<file path="config.mk">
export PLATFORM = sky130hd
export DESIGN_NAME = timer8
export DESIGN_NICKNAME = d
export VERILOG_FILES = /design/src/hdl/timer8_pkg.sv /design/src/hdl/prescale_if.sv /design/src/hdl/prescaler8.sv /design/src/hdl/timer8.sv
export SDC_FILE = /design/constraint.sdc
export NUM_CORES = 1
export LEC_CHECK = 0
export CORE_ASPECT_RATIO = 0.5
export CORE_UTILIZATION = 40
export DETAILED_ROUTE_END_ITERATION = 6
export DONT_BUFFER_PORTS = 1
export GPL_ROUTABILITY_DRIVEN = 0
export PLACE_DENSITY = 0.64
export REMOVE_ABC_BUFFERS = 1
export SYNTH_ARGS = -nofsm -noshare
export SYNTH_HDL_FRONTEND = slang
export SYNTH_HIERARCHICAL = 1
export SYNTH_SLANG_ARGS = --single-unit
</file>
<file path="constraint.sdc">
create_clock -name clk_i -period 2.5 [get_ports clk_i]
set_clock_uncertainty 0.1 [all_clocks]
set_input_delay 0.125 -clock clk_i [delete_from_list [all_inputs] [get_ports clk_i]]
set_output_delay 0.125 -clock clk_i [all_outputs]
set_load 0.01 [all_outputs]
</file>
<file path="src/hdl/timer8_pkg.sv">
package timer8_pkg;

	// register map of the plain register port
	localparam int          ADDR_W          = 2;
	localparam logic [1:0]  ADDR_COUNT      = 2'h0;
	localparam logic [1:0]  ADDR_OPTION     = 2'h1;
	localparam logic [1:0]  ADDR_INTCTL     = 2'h2;

	// option register fields
	localparam int          SRC_SEL_BIT     = 5;
	localparam int          EDGE_SEL_BIT    = 4;
	localparam int          BYPASS_BIT      = 3;
	localparam int          RATE_LSB        = 0;
	localparam int          RATE_W          = 3;

	// interrupt control register fields
	localparam int          IRQ_EN_BIT      = 5;
	localparam int          FLAG_BIT        = 2;

	// reset values
	localparam logic [7:0]  COUNT_RESET     = 8'h00;
	localparam logic [5:0]  OPTION_RESET    = 6'h3f;
	localparam logic        IRQ_EN_RESET    = 1'h0;
	localparam logic        FLAG_RESET      = 1'h0;

	// instruction cycle is four clocks, quarter phases 0..3
	localparam logic [1:0]  PHASE_Q2        = 2'h1;
	localparam logic [1:0]  PHASE_Q4        = 2'h3;
	localparam logic [7:0]  COUNT_MAX       = 8'hff;

	typedef enum logic [2:0]
	{
		HOLD_IDLE   = 3'b001,
		HOLD_FIRST  = 3'b010,
		HOLD_SECOND = 3'b100
	} hold_state_t;

endpackage

</file>
<file path="src/hdl/prescale_if.sv">
`timescale 1ns/1ns
interface prescale_if;
	logic       clear;
	logic       tick;
	logic [2:0] rate;
	logic       out;

	modport ctl
	(
		output clear,
		output tick,
		output rate,
		input  out
	);

	modport pre
	(
		input  clear,
		input  tick,
		input  rate,
		output out
	);
endinterface

</file>
<file path="src/hdl/prescaler8.sv">
`timescale 1ns/1ns
module prescaler8
(
	// clock and reset
	input  wire logic clk_i,
	input  wire logic arst_n_i,
	// control from the counter
	prescale_if.pre   div_bus
);

	logic [7:0] div_count;
	logic [7:0] next_div_count;
	logic       out_q;
	logic       next_out_q;

	// out is bit rate of the divider: a square wave of period 2 << rate ticks
	always_comb
	begin
		next_div_count = div_count;
		if (div_bus.clear)
		begin
			next_div_count = 8'h00;
		end
		else if (div_bus.tick)
		begin
			next_div_count = div_count + 8'h01;
		end
		next_out_q = next_div_count[div_bus.rate];
	end

	always_ff @(posedge clk_i or negedge arst_n_i)
	begin
		if (!arst_n_i)
		begin
			div_count <= 8'h00;
			out_q     <= 1'b0;
		end
		else
		begin
			div_count <= next_div_count;
			out_q     <= next_out_q;
		end
	end

	assign div_bus.out = out_q;

endmodule

</file>
<file path="src/hdl/timer8.sv">
// Design decisions made here: the plain strobed port and the address map.
`timescale 1ns/1ns
// What this block does
// - one 8-bit count register, readable and writable, timer or counter.
// - source select clear and prescaler bypassed: count once per instruction cycle.
// - after a count register write, increments are held off two instruction cycles.
// - source select set: count chosen edges of the external count input.
// - edge select bit chooses rising or falling pin transition.
// - prescaler sits in the count path only while bypass is clear.
// - eight prescale ratios from divide by 2 to divide by 256.
// - a 1:1 rate comes only from setting the bypass bit.
// - prescaler count is hidden and cleared by every count register write.
// - overflow flag sets when the count wraps from ff to 00.
// - overflow flag sets on every wrap regardless of interrupt enable.
// - hardware never clears the overflow flag; only software writes do.
// - overflow interrupt requested only while its enable bit is set.
// - counting stops in sleep, so no overflow can occur there.
// - the 8-bit prescaler belongs to this counter alone, not the watchdog.
// - overflow event is exported as a gate source for the 16-bit timer.
// - rate code 000 divides by 2, each step doubles, 111 by 256.
// - edge select set counts high-to-low, clear counts low-to-high.
// - counter mode samples the prescaler output, or the pin when bypassed, at quarter phases two and four.
// - count register holds its value throughout sleep unless a register write loads it.
module timer8
(
	// clock and reset
	input  wire logic       clk_i,
	input  wire logic       arst_n_i,
	// register port
	input  wire logic [1:0] addr_i,
	input  wire logic [7:0] wdata_i,
	input  wire logic       wr_i,
	input  wire logic       rd_i,
	output logic      [7:0] rdata_o,
	// pins and system
	input  wire logic       external_count_input_i,
	input  wire logic       sleep_i,
	// outputs
	output logic            overflow_irq_o,
	output logic            overflow_event_o
);

	// registers
	logic [7:0]                  timer_count;
	logic [7:0]                  next_timer_count;
	logic                        count_source_select;
	logic                        source_edge_select;
	logic                        prescaler_bypass;
	logic [2:0]                  prescale_rate;
	logic [5:0]                  next_option;
	logic                        overflow_irq_enable;
	logic                        next_overflow_irq_enable;
	logic                        overflow_flag;
	logic                        next_overflow_flag;
	logic [7:0]                  next_rdata;
	logic                        next_overflow_event;

	// timing and edge state
	logic [1:0]                  phase;
	logic [1:0]                  next_phase;
	logic                        pin_level_prev;
	logic                        next_pin_level_prev;
	logic                        sampled;
	logic                        next_sampled;
	timer8_pkg::hold_state_t     hold_state;
	timer8_pkg::hold_state_t     next_hold_state;

	// decoded strobes and events
	logic                        count_wr;
	logic                        option_wr;
	logic                        intctl_wr;
	logic                        instr_en;
	logic                        pin_level;
	logic                        ext_edge;
	logic                        sample_now;
	logic                        pre_level;
	logic                        sync_rise;
	logic                        inc_req;
	logic                        inc;
	logic                        overflow_evt;

	prescale_if div_bus ();

	function automatic logic is_addr(input logic [1:0] a, input logic [1:0] target);
		is_addr = (a == target);
	endfunction

	assign count_wr  = wr_i && is_addr(addr_i, timer8_pkg::ADDR_COUNT);
	assign option_wr = wr_i && is_addr(addr_i, timer8_pkg::ADDR_OPTION);
	assign intctl_wr = wr_i && is_addr(addr_i, timer8_pkg::ADDR_INTCTL);

	// instruction cycle phases; phase and counting freeze in sleep, register writes still act
	assign instr_en = !sleep_i && (phase == timer8_pkg::PHASE_Q4);

	// inverting the pin makes the chosen edge always a rising one
	assign pin_level = external_count_input_i ^ source_edge_select;
	assign ext_edge  = !sleep_i && pin_level && !pin_level_prev;

	// prescaler ticks on the selected source only when assigned here
	assign div_bus.tick  = !prescaler_bypass &&
		(count_source_select ? ext_edge : instr_en);
	assign div_bus.clear = count_wr;
	assign div_bus.rate  = prescale_rate;

	// bypass gives the raw edge-corrected pin, the only way to reach 1:1
	assign pre_level = prescaler_bypass ? pin_level : div_bus.out;

	// bypassed pin or prescaler output sampled only at Q2 and Q4, which bounds the usable pin rate
	assign sample_now = !sleep_i &&
		(phase == timer8_pkg::PHASE_Q2 || phase == timer8_pkg::PHASE_Q4);
	assign sync_rise  = sample_now && pre_level && !sampled;

	always_comb
	begin
		if (count_source_select || !prescaler_bypass)
		begin
			inc_req = sync_rise;
		end
		else
		begin
			inc_req = instr_en;
		end
	end

	// write wins over the increment in the same cycle
	assign inc          = inc_req && !sleep_i && !count_wr &&
		(hold_state == timer8_pkg::HOLD_IDLE);
	assign overflow_evt = inc && (timer_count == timer8_pkg::COUNT_MAX);

	prescaler8 u_prescaler
	(
		.clk_i    (clk_i),
		.arst_n_i (arst_n_i),
		.div_bus  (div_bus.pre)
	);

	// phase and edge tracking
	always_comb
	begin
		next_phase          = sleep_i ? phase : phase + 2'h1;
		next_pin_level_prev = sleep_i ? pin_level_prev : pin_level;
		next_sampled        = sampled;
		if (count_wr)
		begin
			next_sampled = 1'b0;
		end
		else if (sample_now)
		begin
			next_sampled = pre_level;
		end
	end

	always_ff @(posedge clk_i or negedge arst_n_i)
	begin
		if (!arst_n_i)
		begin
			phase          <= 2'h0;
			// start high so a pin idling at either level cannot fake an edge after reset
			pin_level_prev <= 1'b1;
			sampled        <= 1'b1;
		end
		else
		begin
			phase          <= next_phase;
			pin_level_prev <= next_pin_level_prev;
			sampled        <= next_sampled;
		end
	end

	// post-write holdoff: two instruction boundaries must pass
	always_comb
	begin
		next_hold_state = hold_state;
		if (count_wr)
		begin
			next_hold_state = timer8_pkg::HOLD_FIRST;
		end
		else
		begin
			case (hold_state)
				timer8_pkg::HOLD_IDLE:
				begin
					next_hold_state = timer8_pkg::HOLD_IDLE;
				end
				timer8_pkg::HOLD_FIRST:
				begin
					if (instr_en)
					begin
						next_hold_state = timer8_pkg::HOLD_SECOND;
					end
				end
				timer8_pkg::HOLD_SECOND:
				begin
					if (instr_en)
					begin
						next_hold_state = timer8_pkg::HOLD_IDLE;
					end
				end
				default:
				begin
					next_hold_state = timer8_pkg::HOLD_IDLE;
				end
			endcase
		end
	end

	always_ff @(posedge clk_i or negedge arst_n_i)
	begin
		if (!arst_n_i)
		begin
			hold_state <= timer8_pkg::HOLD_IDLE;
		end
		else
		begin
			hold_state <= next_hold_state;
		end
	end

	// count, configuration and flag
	always_comb
	begin
		next_timer_count = timer_count;
		if (count_wr)
		begin
			next_timer_count = wdata_i;
		end
		else if (inc)
		begin
			next_timer_count = timer_count + 8'h01;
		end

		next_option = {count_source_select, source_edge_select, prescaler_bypass,
			prescale_rate};
		if (option_wr)
		begin
			next_option = wdata_i[timer8_pkg::SRC_SEL_BIT:timer8_pkg::RATE_LSB];
		end

		next_overflow_irq_enable = overflow_irq_enable;
		next_overflow_flag       = overflow_flag;
		if (intctl_wr)
		begin
			next_overflow_irq_enable = wdata_i[timer8_pkg::IRQ_EN_BIT];
			next_overflow_flag       = wdata_i[timer8_pkg::FLAG_BIT];
		end
		// a wrap in the clearing cycle still sets the flag
		if (overflow_evt)
		begin
			next_overflow_flag = 1'b1;
		end
		next_overflow_event = overflow_evt;
	end

	always_ff @(posedge clk_i or negedge arst_n_i)
	begin
		if (!arst_n_i)
		begin
			timer_count         <= timer8_pkg::COUNT_RESET;
			{count_source_select, source_edge_select, prescaler_bypass, prescale_rate}
				<= timer8_pkg::OPTION_RESET;
			overflow_irq_enable <= timer8_pkg::IRQ_EN_RESET;
			overflow_flag       <= timer8_pkg::FLAG_RESET;
			overflow_event_o    <= 1'b0;
		end
		else
		begin
			timer_count         <= next_timer_count;
			{count_source_select, source_edge_select, prescaler_bypass, prescale_rate}
				<= next_option;
			overflow_irq_enable <= next_overflow_irq_enable;
			overflow_flag       <= next_overflow_flag;
			overflow_event_o    <= next_overflow_event;
		end
	end

	assign overflow_irq_o = overflow_flag && overflow_irq_enable;

	// read data stand only in the cycle after the read strobe
	always_comb
	begin
		next_rdata = 8'h00;
		if (rd_i)
		begin
			case (addr_i)
				timer8_pkg::ADDR_COUNT:
				begin
					next_rdata = timer_count;
				end
				timer8_pkg::ADDR_OPTION:
				begin
					next_rdata = {2'h0, count_source_select, source_edge_select,
						prescaler_bypass, prescale_rate};
				end
				timer8_pkg::ADDR_INTCTL:
				begin
					next_rdata[timer8_pkg::IRQ_EN_BIT] = overflow_irq_enable;
					next_rdata[timer8_pkg::FLAG_BIT]   = overflow_flag;
				end
				default:
				begin
					next_rdata = 8'h00;
				end
			endcase
		end
	end

	always_ff @(posedge clk_i or negedge arst_n_i)
	begin
		if (!arst_n_i)
		begin
			rdata_o <= 8'h00;
		end
		else
		begin
			rdata_o <= next_rdata;
		end
	end
endmodule

</file>
# Yosys cells after proc, flatten, opt, wreduce, memory -nomap -nowiden
# Index checks and enable logic that the tools add are counted.
[word_totals]
mem_bits_ro = 0
n_memories = 0
out_inout_bits = 10
reg_bits = 41
mem_bits_rw = 0
latchBits = 0
[op_classes]
reduce_logical = 27
n_eq_ne = 10
order_cmp = 1
n_addsub = 3
n_mux = 23
n_bitwise = 1
div = 0
shifts = 0
n_mul = 0
[ops]
columns = ["op", "n"]
rows = [
  ["two-way mux 8 bit", 5],
  ["adder 8 x 1 -> 8 bit, second input constant", 2],
  ["logical AND 1 bit", 15],
  ["two-way mux 3 bit", 3],
  ["equality test 8 bit, second input constant", 1],
  ["two-way mux 1 bit", 8],
  ["one-hot mux 2 bit (2 select lines)", 2],
  ["!= test 3 bit, second input constant", 2],
  ["one-hot mux 1 bit (3 select lines)", 2],
  ["one-hot mux 3 bit (2 select lines)", 1],
  ["nonzero test 2 bit", 3],
  ["zero test 1 bit", 5],
  ["equality test 2 x 1 -> 1 bit, second input constant", 2],
  ["equality test 2 bit, second input constant", 2],
  ["less-than comparator 3 x 4 -> 1 bit, second input constant", 1],
  ["binary-select mux 1 bit (select 3 bit)", 1],
  ["equality test 3 x 1 -> 1 bit, second input constant", 1],
  ["equality test 3 x 2 -> 1 bit, second input constant", 1],
  ["equality test 3 bit, second input constant", 1],
  ["adder 2 x 1 -> 2 bit, second input constant", 1],
  ["zero test 2 bit", 1],
  ["logical OR 1 bit", 2],
  ["two-way mux 2 bit", 1],
  ["AND reduction 2 bit", 1],
  ["XOR 1 bit", 1],
]

# Logic depth before layout (Yosys ltp)
[depth]
word_depth = 11
mapped_depth = 10
depth_no_buf = 9

# Modules after synthesis
# Netlist, hierarchy kept.
[modules_own_cells]
columns = ["mod", "n_inst", "area_each_um2", "cells_per_inst"]
rows = [
  ["timer8", 1, 1584.0, 143],
  ["prescaler8", 1, 530.5, 56],
]

# Worst setup path before layout
# Ideal clock, no wire load.
[synth_path]
kind = "register to register"
startpoint = "reg source_edge_select"
endpoint = "reg u_prescaler.out_q (netlist: u_prescaler/div_bus.out)"
path_buffers = 1
t_arrival_ps = 1925
setup_ps = 126
required_ps = 2274
stages_incl_launch_ff = 10
period_less_slack_ps = 2151
setup_slack_ps = 349
path_cell_list = "dfstp_2 > xnor2_1 > nor3_1 > a21oi_1 > nor3_1 > buf_4 > mux2i_1 > a2111oi_0 > or2_2 > o32a_1"
[synth_via]
elab_chain_cells = 9
[synth_rtl]
columns = ["item", "line", "rtl"]
rows = [
  ["start, declared", "timer8.sv:47", "logic source_edge_select;"],
  ["XOR 1 bit", "timer8.sv:96", "assign pin_level = external_count_input_i ^ source_edge_select;"],
  ["logical AND 1 bit (2 in series)", "timer8.sv:97", "assign ext_edge = !sleep_i && pin_level && !pin_level_prev;"],
  ["two-way mux 1 bit", "timer8.sv:101", "(count_source_select ? ext_edge : instr_en);"],
  ["logical AND 1 bit", "timer8.sv:100", "assign div_bus.tick = !prescaler_bypass &&"],
  ["net div_bus.tick", "prescale_if.sv:4", "logic tick;"],
  ["two-way mux 8 bit", "prescaler8.sv:24", "else if (div_bus.tick)"],
  ["two-way mux 8 bit", "prescaler8.sv:20", "if (div_bus.clear)"],
  ["binary-select mux 1 bit (select 3 bit)", "prescaler8.sv:28", "next_out_q = next_div_count[div_bus.rate];"],
  ["two-way mux 1 bit (not written as such)", "prescaler8.sv:28", ""],
  ["net u_prescaler.next_out_q", "prescaler8.sv:14", "logic next_out_q;"],
  ["end signal, assigned", "prescaler8.sv:41", "out_q <= next_out_q;"],
  ["end, declared", "prescaler8.sv:13", "logic out_q;"],
]
# The timed path passes the listed nets, and every way through them passes these cells. The select of a mux whose other input is x is not followed.
# A chain may end at the register's enable or synchronous reset.

# Final worst setup path
# Ends and elaborated chain as after synthesis.

==> flow_metrics.env <==
export IMPL_syn_area_mm2=0.00211
export IMPL_power_switching_share_pct=33.5
export IMPL_gr_usage_all_layers_pct=18.1
export IMPL_whs_ns=-0.0000767
export IMPL_timing_final_ws_setup_ns=0.0972
export IMPL_die_area_mm2=0.00560
export IMPL_die_width_um=105
export IMPL_worstMarginPinSlew_ns=0.512
export IMPL_cts_clk_slew_worst_paths_ns=0.08
export IMPL_pwr_share_comb_pct=26.1
export IMPL_cts_tree="done"
export IMPL_pre_cts_slack_ns=0.201
export IMPL_yosys_warnings=6
export IMPL_p_leak_uw=0.00109
export IMPL_grt_ovfl_total=0
export IMPL_drt_iter0_drc=115
export IMPL_crit_arrival_ns=2.48
export IMPL_yosysSeqAreaShare_pct=49.1
export IMPL_synth_seq_cells=41
export IMPL_start_util_pct=42.3
export IMPL_synth_top_area_cell="dfrtp_1"
export IMPL_synth_top_cell_area_share_pct=37.9
export IMPL_crit_required_ns=2.58
export IMPL_fmax_mhz=416
export IMPL_drive_above_1_share_pct=19.8
export IMPL_async_reset_ff_share_pct=100
export IMPL_seq_power_share_pct=49.9
export IMPL_cts_root_buf="clkbuf_8"
export IMPL_critPathLaunchType="register"
export IMPL_postLayoutCoreUtil_pct=50.7
export IMPL_slew_viol_final=0
export IMPL_synthFlopType="dfrtp_1"
export IMPL_p_clk_share_pct=24.0
export IMPL_n_fill_cell=437
export IMPL_area_growth_pct=19.8
export IMPL_drtAntennaViolNets=0
export IMPL_peakVddDrop_mv=0.301
export IMPL_clock_latency_ns=0.30
export IMPL_power_density_mw_per_mm2=755
export IMPL_synth_simple_area_share_pct=20.1
export IMPL_setup_viol_count_final=0
export IMPL_synth_top_family_by_area="simple AND/OR/NAND/NOR gates"
export IMPL_grt_pass1_vias=1481
export IMPL_drc=0
export IMPL_clockBufferDepth=2
export IMPL_power_switching_uw=641
export IMPL_synthTopCellsByArea="dfrtp_1 (38%), dfstp_2 (11%), mux2i_1 (4.3%)"
export IMPL_hold_viol=1
export IMPL_finalPower_uw=1910
export IMPL_crit_end="u_prescaler/div_bus.out"
export IMPL_grt_pass1_wl_mm=7.48
export IMPL_dr_pass1_iters=5
export IMPL_hold_class="primary input to register"
export IMPL_path_class="register to register"
export IMPL_synth_area_mux_share_pct=7.99
export IMPL_wl_per_cell_um=16.0
export IMPL_antenna_found_initial=0
export IMPL_routed_wl_mm=4.76
export IMPL_rows=18
export IMPL_viasPerCell=5.37
export IMPL_synthXorXnorAreaFrac_pct=5.80
export IMPL_synth_edf_count=0
export IMPL_n_antenna_cell=0
export IMPL_cp_max_fo=7
export IMPL_coreArea_mm2=0.00500
export IMPL_status="finished with violations"
export IMPL_hpwlAfterDp_mm=3.08
export IMPL_finalCritPeriodShare_pct=96.1
export IMPL_synth_compound_area_share_pct=11.5
export IMPL_r2r_start="source_edge_select"
export IMPL_relSlewSlack_pct=65.8
export IMPL_startpoint="source_edge_select"
export IMPL_numCtsBuffers=5
export IMPL_io_buffers=0
export IMPL_cts_sinks=41
export IMPL_die_h_um=53.4
export IMPL_max_cap_violations=0
export IMPL_r2r_end="u_prescaler/div_bus.out"
export IMPL_avgSynthCellArea_um2=10.6
export IMPL_period_minus_slack_ns=2.40
export IMPL_worstRegToRegCells=10
export IMPL_p_int_uw=1270
export IMPL_r2r_setup_slack_ns=0.1
export IMPL_violations="negative hold slack"
export IMPL_end_kind="register"
export IMPL_vias=1595
export IMPL_nets=246
export IMPL_grt_max_degree=42
export IMPL_synth_cells=199
export IMPL_synthAdderAreaFrac_pct=2.37
export IMPL_synth_distinct_cells=44
export IMPL_h_tree_depth=2
export IMPL_ios=26
## layout by cell type (no fill, tap or decap), drive strengths merged, types with 3 or more instances in the layout
cell type    Yosys  routed
a21oi            4       4
or3              4       4
mux2             7       7
nand4           11      11
xnor2            6       6
nand3b           3       3
inv              7       7
nand2           14      14
a211oi           3       3
nor3             4       4
and3             6       6
nor2            23      23
and2             3       3
o21ai           11      11
mux2i            9       9
nand3            3       3
buf              5       9
xor2             8       8
dfstp            9       9
dfrtp           32      32
dlygate4sd3      0      17
a2111oi          3       3
clkbuf           1       7
ha               4       4
## flip-flops by register name (all words and copies together), names as in the netlist, 2 cells and up
signal                 flops
div_bus.rate               3
timer_count                8
phase                      2
rdata_o                    8
hold_state                 3
u_prescaler/div_count      8
## power groups by stage
stage	Sequential [uW]	Clock (uW)	Combinational, uW
6_report	955	459	500
5_1_grt	976	502	556
4_1_cts	949	467	476
3_5_place_dp	962	0	425
3_3_place_gp	955	0	421
2_1_floorplan	923	0	347
## cell families (layout without fill, tap and decap cells)
group | count (synthesis) | after routing
AND/OR/NAND/NOR | 79 | 79
buffers and inverters | 13 | 41
flip-flops | 41 | 41
multiplexers | 16 | 16
adder cells (fa/ha/maj) | 4 | 4
AO/OA/AOI/OAI | 32 | 32
XOR/XNOR | 14 | 14
## repair_timing
item / CTS / global route
setup endpoints to repair: 0 / 1
resized for setup: 0 / 5
hold buffers: 17 / 1
setup buffers: 0 / 4
endpoints found under the hold margin: 68 / 1
## metrics by stage
stage	setup TNS, ns	cells	area [um2]
2_1_floorplan	0	193	2070
3_3_place_gp	0	267	2190
3_5_place_dp	0	267	2190
4_1_cts	0	292	2460
5_1_grt	-0.0338	297	2530
6_report	0	297	2530
## how the worst min path moves through the flow
stage,start,to,slack [ns],depth (start not counted)
floorplan,arst_n_i,hold_state[1],-0.27,0
global placement,arst_n_i,overflow_event_o,-0.27,0
detailed placement,arst_n_i,overflow_event_o,-0.27,0
CTS,addr_i[1],rdata_o[3],0.0005,2
global route,addr_i[1],rdata_o[3],0.006,2
finish,addr_i[1],rdata_o[3],-0.00008,2
## synth_stat cells (6+ instances only)
master and number:
and3_1 6, dfrtp_1 32, dfstp_2 9, inv_1 7
mux2_2 7, mux2i_1 9, nand2_1 14, nand4_1 11
nor2_1 23, o21ai_0 6, xnor2_1 6, xor2_1 8
## final cells by class
class	count	area, um2	area share, %
Clock buffer	7	86.3	3.41
Timing Repair Buffer	26	250	9.88
Inverter	7	26.3	1.04
Sequential cell	41	1040	40.9
Tap cell	70	87.6	3.46
Multi-Input combinational cell	145	1040	41.0
Clock inverter	1	7.51	0.296
## worst max-delay path, cell delays in order, from the launching register on
cell	delay, ns
dfstp_2	0.57
xnor2_2	0.17
nor3_2	0.08
a21oi_1	0.11
nor3_1	0.05
buf_4	0.16
buf_4	0.14
xnor2_1	0.20
a2111oi_0	0.12
or2_2	0.30
o32a_1	0.28
## metal layers
| metal | vias to the layer above | track usage (%) | part of all wire (%) |
|---|---|---|---|
| met5 | - | 0 | 0 |
| met2 | 42 | 31.1 | 47 |
| met3 | 10 | 3.45 | 3.8 |
| met1 | 780 | 23.6 | 48 |
| li1 | 763 | - | - |
| met4 | 0 | 5.63 | 1.3 |
No activity file was read; power rests on OpenSTA's default activity.
